$ cat config.mk
export PLATFORM = sky130hd
export DESIGN_NAME = fce_exec
export DESIGN_NICKNAME = d
export VERILOG_FILES = /design/src/common/fce_pkg.sv /design/src/design/fce_exec.sv
export SDC_FILE = /design/constraint.sdc
export NUM_CORES = 1
export LEC_CHECK = 0
export BUFFER_PORTS_ARGS = -buffer_cell sky130_fd_sc_hd__buf_2
export CAP_MARGIN = 20
export CORE_ASPECT_RATIO = 1.1
export CORE_MARGIN = 2
export CORE_UTILIZATION = 25
export DETAILED_ROUTE_END_ITERATION = 10
export GPL_ROUTABILITY_DRIVEN = 0
export GPL_TIMING_DRIVEN = 1
export MAX_ROUTING_LAYER = met4
export SLEW_MARGIN = 20
export SYNTH_ARGS = -nofsm -noshare
export SYNTH_HDL_FRONTEND = slang
export SYNTH_SLANG_ARGS = --single-unit
$ cat constraint.sdc
create_clock -name pclk -period 4.26 [get_ports pclk]
set_input_delay 0.852 -clock pclk [delete_from_list [all_inputs] [get_ports pclk]]
set_output_delay 0.852 -clock pclk [all_outputs]
set_load 0.01 [all_outputs]
$ cat src/common/fce_pkg.sv
`default_nettype none
package fce_pkg;
  // register byte offsets
  localparam logic [7:0] ADDR_CMD = 8'h00;
  localparam logic [7:0] ADDR_ACC = 8'h04;
  localparam logic [7:0] ADDR_DST = 8'h08;
  localparam logic [7:0] ADDR_SRC = 8'h0c;
  localparam logic [7:0] ADDR_FLAGS = 8'h10;
  localparam logic [7:0] ADDR_SI = 8'h14;
  localparam logic [7:0] ADDR_DI = 8'h18;
  localparam logic [7:0] ADDR_STAT = 8'h1c;
  // command register fields
  localparam int CMD_OP_LSB = 0;
  localparam int CMD_WORD_POS = 3;
  // operation codes
  localparam logic [2:0] sign_extend_byte_op = 3'h0;
  localparam logic [2:0] clear_carry_op = 3'h1;
  localparam logic [2:0] clear_direction_op = 3'h2;
  localparam logic [2:0] clear_int_enable_op = 3'h3;
  localparam logic [2:0] invert_carry_op = 3'h4;
  localparam logic [2:0] compare_op = 3'h5;
  localparam logic [2:0] string_compare_op = 3'h6;
  localparam logic [2:0] soft_int_op = 3'h7;
  // flag word bit positions
  localparam int CARRY_FLAG_POS = 0;
  localparam int PARITY_FLAG_POS = 2;
  localparam int AUX_CARRY_FLAG_POS = 4;
  localparam int ZERO_FLAG_POS = 6;
  localparam int SIGN_FLAG_POS = 7;
  localparam int TRAP_FLAG_POS = 8;
  localparam int INT_ENABLE_FLAG_POS = 9;
  localparam int DIRECTION_FLAG_POS = 10;
  localparam int OVERFLOW_FLAG_POS = 11;
  localparam logic [15:0] FLAGS_RESET = 16'h0000;
  localparam logic [15:0] FLAGS_WR_MASK = 16'h0fd5;
  // status register bits
  localparam int STAT_BUSY_POS = 0;
  localparam int STAT_MASKABLE_POS = 1;
  localparam int STAT_NMI_POS = 2;
  // sign extension and string step constants
  localparam logic [7:0] SIGN_THRESHOLD = 8'h80;
  localparam logic [7:0] HIGH_ONES = 8'hff;
  localparam logic [7:0] HIGH_ZERO = 8'h00;
  localparam logic [15:0] BYTE_STEP = 16'h0001;
  localparam logic [15:0] WORD_STEP = 16'h0002;

  typedef enum logic [1:0] {
    FCE_IDLE,
    FCE_FETCH_DST,
    FCE_FETCH_SRC,
    FCE_EXEC
  } fce_state_t;

  // pin synchroniser with agreement filter
  typedef struct packed {
    logic s1;
    logic s2;
    logic s3;
    logic filt;
  } fce_sync_t;

  // memory read request
  typedef struct packed {
    logic req;
    logic word;
    logic [15:0] addr;
  } fce_mem_req_t;

  typedef struct packed {
    logic pready;
    logic pslverr;
    logic [31:0] prdata;
    fce_state_t st;
    logic [2:0] op;
    logic word;
    logic [15:0] acc;
    logic [15:0] dst;
    logic [15:0] src;
    logic [15:0] flags;
    logic [15:0] si;
    logic [15:0] di;
    fce_mem_req_t mem;
    fce_sync_t mirq;
    fce_sync_t nmi;
    logic maskable_grant;
    logic nmi_take;
    logic soft_int_take;
  } fce_regs_t;
endpackage
`default_nettype wire

$ cat src/design/fce_exec.sv
// Added by the designer: the register addresses and the APB interface to the registers.
`timescale 1ns/10ps
`default_nettype none

// Contract
// - sign extend: high byte 00 below 80, else ff
// - unaffected flags keep their prior values
// - clear carry zeroes carry flag only
// - clear direction zeroes direction; strings then increment
// - clear interrupt zeroes interrupt enable only
// - maskable requests ignored while interrupt enable zero
// - nmi and soft interrupts always serviced
// - invert carry toggles carry flag only
// - compare subtracts without writing result back
// - compare sets six arithmetic flags from difference
// - string compare reads dest at di, source at si
// - string compare then steps both indexes by direction
module fce_exec (
  // clock and reset
  input wire logic pclk,
  input wire logic presetn,
  // apb slave
  input wire logic [7:0] paddr,
  input wire logic psel,
  input wire logic penable,
  input wire logic pwrite,
  input wire logic [31:0] pwdata,
  output logic [31:0] prdata,
  output logic pready,
  output logic pslverr,
  // operand memory read port
  output logic mem_req,
  output logic mem_word,
  output logic [15:0] mem_addr,
  input wire logic mem_ack,
  input wire logic [15:0] mem_rdata,
  // interrupt pins and service requests
  input wire logic maskable_irq_input,
  input wire logic nmi_input,
  output logic maskable_grant,
  output logic nmi_take,
  output logic soft_int_take
);

  ////////////////////////////////////////////////////////////////////////////
  fce_pkg::fce_regs_t q_ff;
  fce_pkg::fce_regs_t nxt_q;
  logic wr;
  logic cmd_go;
  logic [2:0] op_in;
  logic [15:0] step;
  logic [15:0] rd_elem;
  logic [31:0] rd_mux;
  logic hit;

  // flags after destination minus source, other flags passed through
  function automatic logic [15:0] cmp_flags(input logic [15:0] d, input logic [15:0] s,
                                            input logic [15:0] f, input logic w);
    logic [16:0] rw;
    logic [8:0] rb;
    logic md;
    logic ms;
    logic mr;
    logic [15:0] o;
    rw = {1'b0, d} - {1'b0, s};
    rb = {1'b0, d[7:0]} - {1'b0, s[7:0]};
    md = w ? d[15] : d[7];
    ms = w ? s[15] : s[7];
    mr = w ? rw[15] : rb[7];
    o = f;
    o[fce_pkg::CARRY_FLAG_POS] = w ? rw[16] : rb[8];
    o[fce_pkg::AUX_CARRY_FLAG_POS] = d[3:0] < s[3:0];
    o[fce_pkg::ZERO_FLAG_POS] = w ? (rw[15:0] == 16'h0000) : (rb[7:0] == 8'h00);
    o[fce_pkg::SIGN_FLAG_POS] = mr;
    o[fce_pkg::OVERFLOW_FLAG_POS] = (md != ms) && (mr != md);
    o[fce_pkg::PARITY_FLAG_POS] = ~^rb[7:0];
    return o;
  endfunction

  ////////////////////////////////////////////////////////////////////////////
  // bus decode and read mux
  always_comb begin
    wr = psel && penable && q_ff.pready && pwrite;
    op_in = pwdata[fce_pkg::CMD_OP_LSB +: 3];
    cmd_go = wr && (paddr == fce_pkg::ADDR_CMD) && (q_ff.st == fce_pkg::FCE_IDLE);
    step = q_ff.word ? fce_pkg::WORD_STEP : fce_pkg::BYTE_STEP;
    rd_elem = q_ff.mem.word ? mem_rdata : {8'h00, mem_rdata[7:0]};
    hit = 1'b1;
    rd_mux = 32'h0000_0000;
    case (paddr)
      fce_pkg::ADDR_CMD: rd_mux = {28'h0000000, q_ff.word, q_ff.op};
      fce_pkg::ADDR_ACC: rd_mux = {16'h0000, q_ff.acc};
      fce_pkg::ADDR_DST: rd_mux = {16'h0000, q_ff.dst};
      fce_pkg::ADDR_SRC: rd_mux = {16'h0000, q_ff.src};
      fce_pkg::ADDR_FLAGS: rd_mux = {16'h0000, q_ff.flags};
      fce_pkg::ADDR_SI: rd_mux = {16'h0000, q_ff.si};
      fce_pkg::ADDR_DI: rd_mux = {16'h0000, q_ff.di};
      fce_pkg::ADDR_STAT: begin
        rd_mux[fce_pkg::STAT_BUSY_POS] = q_ff.st != fce_pkg::FCE_IDLE;
        rd_mux[fce_pkg::STAT_MASKABLE_POS] = q_ff.mirq.filt;
        rd_mux[fce_pkg::STAT_NMI_POS] = q_ff.nmi.filt;
      end
      default: hit = 1'b0;
    endcase
  end

  ////////////////////////////////////////////////////////////////////////////
  // next state
  always_comb begin
    nxt_q = q_ff;
    // apb answer: one wait-free access phase
    if (psel && !penable) begin
      nxt_q.pready = 1'b1;
      nxt_q.pslverr = !hit;
      nxt_q.prdata = rd_mux;
    end else begin
      nxt_q.pready = 1'b0;
      nxt_q.pslverr = 1'b0;
    end
    // pin synchronisers, a change counts once stages two and three agree
    nxt_q.mirq.s1 = maskable_irq_input;
    nxt_q.mirq.s2 = q_ff.mirq.s1;
    nxt_q.mirq.s3 = q_ff.mirq.s2;
    if (q_ff.mirq.s2 == q_ff.mirq.s3) begin
      nxt_q.mirq.filt = q_ff.mirq.s3;
    end
    nxt_q.nmi.s1 = nmi_input;
    nxt_q.nmi.s2 = q_ff.nmi.s1;
    nxt_q.nmi.s3 = q_ff.nmi.s2;
    if (q_ff.nmi.s2 == q_ff.nmi.s3) begin
      nxt_q.nmi.filt = q_ff.nmi.s3;
    end
    // maskable request gated by interrupt enable
    nxt_q.maskable_grant = q_ff.mirq.filt && q_ff.flags[fce_pkg::INT_ENABLE_FLAG_POS];
    // nmi edge taken whatever the enable
    nxt_q.nmi_take = (q_ff.nmi.s2 == q_ff.nmi.s3) && q_ff.nmi.s3 && !q_ff.nmi.filt;
    nxt_q.soft_int_take = 1'b0;
    case (q_ff.st)
      fce_pkg::FCE_IDLE: begin
        if (cmd_go) begin
          nxt_q.op = op_in;
          nxt_q.word = pwdata[fce_pkg::CMD_WORD_POS];
          case (op_in)
            fce_pkg::sign_extend_byte_op: begin
              // flags untouched
              nxt_q.acc[15:8] = (q_ff.acc[7:0] < fce_pkg::SIGN_THRESHOLD) ?
                                fce_pkg::HIGH_ZERO : fce_pkg::HIGH_ONES;
            end
            fce_pkg::clear_carry_op: nxt_q.flags[fce_pkg::CARRY_FLAG_POS] = 1'b0;
            fce_pkg::clear_direction_op: begin
              nxt_q.flags[fce_pkg::DIRECTION_FLAG_POS] = 1'b0;
            end
            fce_pkg::clear_int_enable_op: begin
              nxt_q.flags[fce_pkg::INT_ENABLE_FLAG_POS] = 1'b0;
            end
            fce_pkg::invert_carry_op: begin
              nxt_q.flags[fce_pkg::CARRY_FLAG_POS] = !q_ff.flags[fce_pkg::CARRY_FLAG_POS];
            end
            fce_pkg::compare_op: begin
              // operands left as they were
              nxt_q.flags = cmp_flags(q_ff.dst, q_ff.src, q_ff.flags,
                                      pwdata[fce_pkg::CMD_WORD_POS]);
            end
            fce_pkg::string_compare_op: begin
              nxt_q.st = fce_pkg::FCE_FETCH_DST;
              nxt_q.mem.req = 1'b1;
              nxt_q.mem.word = pwdata[fce_pkg::CMD_WORD_POS];
              nxt_q.mem.addr = q_ff.di;
            end
            fce_pkg::soft_int_op: nxt_q.soft_int_take = 1'b1;
            default: nxt_q.op = q_ff.op;
          endcase
        end else if (wr) begin
          // operand and state writes, only while idle
          case (paddr)
            fce_pkg::ADDR_ACC: nxt_q.acc = pwdata[15:0];
            fce_pkg::ADDR_DST: nxt_q.dst = pwdata[15:0];
            fce_pkg::ADDR_SRC: nxt_q.src = pwdata[15:0];
            fce_pkg::ADDR_FLAGS: nxt_q.flags = pwdata[15:0] & fce_pkg::FLAGS_WR_MASK;
            fce_pkg::ADDR_SI: nxt_q.si = pwdata[15:0];
            fce_pkg::ADDR_DI: nxt_q.di = pwdata[15:0];
            default: nxt_q.acc = q_ff.acc;
          endcase
        end
      end
      fce_pkg::FCE_FETCH_DST: begin
        if (mem_ack) begin
          nxt_q.dst = rd_elem;
          nxt_q.mem.addr = q_ff.si;
          nxt_q.st = fce_pkg::FCE_FETCH_SRC;
        end
      end
      fce_pkg::FCE_FETCH_SRC: begin
        if (mem_ack) begin
          nxt_q.src = rd_elem;
          nxt_q.mem.req = 1'b0;
          nxt_q.st = fce_pkg::FCE_EXEC;
        end
      end
      fce_pkg::FCE_EXEC: begin
        // flags from elements, then indexes step by direction
        nxt_q.flags = cmp_flags(q_ff.dst, q_ff.src, q_ff.flags, q_ff.word);
        if (!q_ff.flags[fce_pkg::DIRECTION_FLAG_POS]) begin
          nxt_q.si = q_ff.si + step;
          nxt_q.di = q_ff.di + step;
        end else begin
          nxt_q.si = q_ff.si - step;
          nxt_q.di = q_ff.di - step;
        end
        nxt_q.st = fce_pkg::FCE_IDLE;
      end
      default: nxt_q.st = fce_pkg::FCE_IDLE;
    endcase
  end

  ////////////////////////////////////////////////////////////////////////////
  // state register
  always_ff @(posedge pclk or negedge presetn) begin
    if (!presetn) begin
      q_ff <= '0;
      q_ff.flags <= fce_pkg::FLAGS_RESET;
      q_ff.st <= fce_pkg::FCE_IDLE;
    end else begin
      q_ff <= nxt_q;
    end
  end

  // outputs straight from the state register
  assign prdata = q_ff.prdata;
  assign pready = q_ff.pready;
  assign pslverr = q_ff.pslverr;
  assign mem_req = q_ff.mem.req;
  assign mem_word = q_ff.mem.word;
  assign mem_addr = q_ff.mem.addr;
  assign maskable_grant = q_ff.maskable_grant;
  assign nmi_take = q_ff.nmi_take;
  assign soft_int_take = q_ff.soft_int_take;
endmodule

`default_nettype wire

==> results by group <==
Status
  – Outcome: finished, final reports clean

Cells and area
  – Final Util: 0.2895
  – FILL cells: slightly above 4000
  – Commonest non-fill, non-tap cell in the layout: dfrtp_1
  – Sequential cell area: around 3600 sq um
  – Layout Nets: 1287
  – Area grow syn2layout: 14.00%
  – Commonest non-fill, non-tap cells in the layout: 142 x dfrtp_1, 140 x nand2_1, 100 x o21ai_0
  – Area occupied by multi-input gates: about 5500 sq um
  – Share of cells above drive strength 1: 0.1403

Route
  – Initial DRT Pass Iterations: 5
  – ANT nets after route: 0
  – Routed WL per cell: 19.10 um
  – Via density: 5.287
  – Routed vias: 8867
  – # DRC: 0
  – Final wirelength: 32030 um
  – DRT iter0 DRCs: around 800

Floorplan
  – Initial Utilization: 0.2540
  – I/O pin cnt: 119
  – Die W: 192.0 um
  – Core Box Area: between 30000 and 40000 sq um
  – Row cnt: 75
  – Die Area: ~40000 sq um
  – Die Y: 210.9 um

Global route
  – Met1 Usage GRT: 0.1970
  – GR peak layer: met2
  – Largest net degree at the start of global routing: 76
  – GR Layer Usage met3: 0.02525
  – Vias in the first global route: 8456
  – Congestion Overflow GR: 0
  – First-pass GRT wire length: 49140 um
  – Initial antenna violation count: 2
  – Met2 usage: 0.2678
  – Total Routing Usage GR: 0.1638

Yosys
  – Synth Area per Inst: 8.538 sq um
  – Synth Area in Compound Gates: 0.2636
  – Largest area contributor in the netlist: dfrtp_1
  – Largest family of logic cells by synthesized area: compound AO/OA/AOI/OAI gates
  – Mapped cell area: 9724 sq um
  – Post-synth cell types: 76
  – Post-Synth Simple-Gate Area: 0.1598
  – Synth warn: 0
  – Seq/Total Area, Yosys: 0.3654
  – Number of synthesized flops with an enable pin: 0
  – Synth top area share: 0.3654
  – Synthesized-area fraction occupied by xor and xnor cells: 0.02702
  – FFs w/ async S/R, synth: 1.000
  – Mux contribution to synthesized area: 0.02290
  – Synth Flop Type: dfrtp_1
  – Gate Count Post-Synth: 1139
  – Top post-synthesis cells by area: dfrtp_1 37%, ha_1 7.2%, nand2_1 5.4%
  – Post-synthesis register bit count: 142
  – Synth Area in Adders: 0.07926

Timing
  – PnR worst setup slack: 920.7 ps
  – Clock skew: 7.536 ps
  – Worst hold slack: 350.1 ps
  – Final count of hold timing violations: 0
  – Slew at the pin with the worst max-slew slack: approximately 1000 ps
  – Pins Over Slew Limit: 0
  – Period utilization: 0.7839
  – Endpoints failing setup: 0
  – RSZ-0062 raised after global routing: no
  – Maximum clock frequency: roughly 0.3 GHz
  – Normalized max-slew margin: 0.3051
  – Setup tns final: 0 ps
  – Final min period: around 3300 ps

Setup path
  – Worst setup EP type: flip-flop
  – Arrival time worst endpoint: around 3700 ps
  – CP Class: reg2reg
  – Req. time, crit path: 4610 ps
  – Startpoint Class: flip-flop
  – CP max FO: 4

Job
  – Max Cap Viol: 0

Placed design
  – Setup slack at placement: 925.1 ps
  – Dpl hpwl: ~24000 um
  – Port Buffer Count: 86

CTS
  – CTS hold repair buffers: 0
  – CTS buffer count: 17
  – Post-CTS Setup Inserts: 0
  – H-tree depth: 4
  – Post-CTS sizing: 0
  – CTS max path bufs: 2
  – Clk slew on worst S/H paths: 60 ps
  – TritonCTS clock tree: yes
  – Root buffer cell: clkbuf_16
  – Clock net sink count: 142
  – Worst-Skew Late Latency: 430 ps

Power
  – Pleak: 0.005126 uW
  – Max VDD drop: 0.3887 mV
  – PwrDens: 600.1 nW/um^2

Worst hold path
  – Type of the most critical hold path: reg2reg
==> cells by family (layout without fill, tap and decap cells) <==
kind of cell,count (synthesis),after routing
AOI/OAI and AO/OA,397,397
and+or+nand+nor,327,327
buffers and inverters,162,184
DFF,142,142
adders and majority gates,60,60
xor gates and xnor gates,30,30
muxes,20,20
other,1,17
==> report_power, final <==
group	leakage (uW)	internal, uW	switching [uW]
logic	0.00291	1130	1870
clock network	0.000325	1140	611
registers	0.00189	1620	281
==> flip-flops by register name, summed over array words and instances, names as in the netlist, 4 cells and up <==
register and count:
mem_addr 16, nxt_q 4, prdata 16, q_ff 99
==> final timing paths <==
kind	start	to	slack (ps)	depth (start not counted)
max	q_ff[78]	q_ff[67]	920	13
min	nxt_q[9]	nxt_q[8]	350	0
min in group asynchronous	presetn	mem_addr[6]	460	1
min reg2reg	nxt_q[9]	nxt_q[8]	350	0
max reg2reg	q_ff[78]	q_ff[67]	920	13
max in group asynchronous	presetn	q_ff[124]	2920	2
==> synth_stat cells, drive strengths merged (3+ instances only) <==
library cell / count
dfrtp: 142
nand2: 140
o21ai: 101
a21oi: 90
nor2: 86
buf: 57
ha: 56
clkbuf: 55
a22oi: 50
inv: 50
a31oi: 28
a211oi: 22
a21o: 21
xnor2: 20
nor3: 18
nand2b: 16
mux2: 15
nand3: 15
xor2: 10
a311oi: 9
a221oi: 8
nor2b: 8
o21bai: 8
o31ai: 8
or3: 8
a222oi: 6
and2: 6
nand3b: 6
nor4: 6
o21a: 6
and3: 5
mux2i: 5
nand4: 5
o211ai: 5
a32o: 4
a41oi: 4
o22ai: 4
a211o: 3
fa: 3
==> cell type report <==
| type | count | area share |
|---|---|---|
| Antenna cell | 1 | 0.0002257 |
| Inverter | 50 | 0.01693 |
| Clock inverter | 10 | 0.01885 |
| Timing Repair Buffer | 103 | 0.05203 |
| Tap cell | 500 | 0.05643 |
| Clock buffer | 21 | 0.04244 |
| Sequential cell | 142 | 0.3205 |
| Multi-Input combinational cell | 850 | 0.4926 |
==> routing by layer <==
metal,vias to the layer above,share of wire
met1,4387,0.40
met5,-,0
met2,296,0.50
li1,4124,-
met4,0,0.042
met3,60,0.057
==> critical path, stage by stage (launching register included) <==
cell and delay (ps):
dfrtp_1 440, inv_1 90, ha_1 280, nor2b_1 140, o31ai_1 280, a21oi_1 220
xnor2_1 230, inv_1 140, ha_1 150, nand4_1 120, mux2_4 300, o21bai_1 150
or4_1 530, o31ai_2 180
==> through the flow <==
| stage | power [uW] | instances | cell area (sq um) |
|---|---|---|---|
| 3_5_place_dp | 4881 | 1645 | 10400 |
| 2_1_floorplan | 4128 | 1154 | 9781 |
| 3_3_place_gp | 4829 | 1645 | 10400 |
| 5_1_grt | 7125 | 1677 | 11090 |
| 6_report | 6652 | 1677 | 11090 |
| 4_1_cts | 6654 | 1676 | 11080 |
Power figures use the tool's default switching activity.
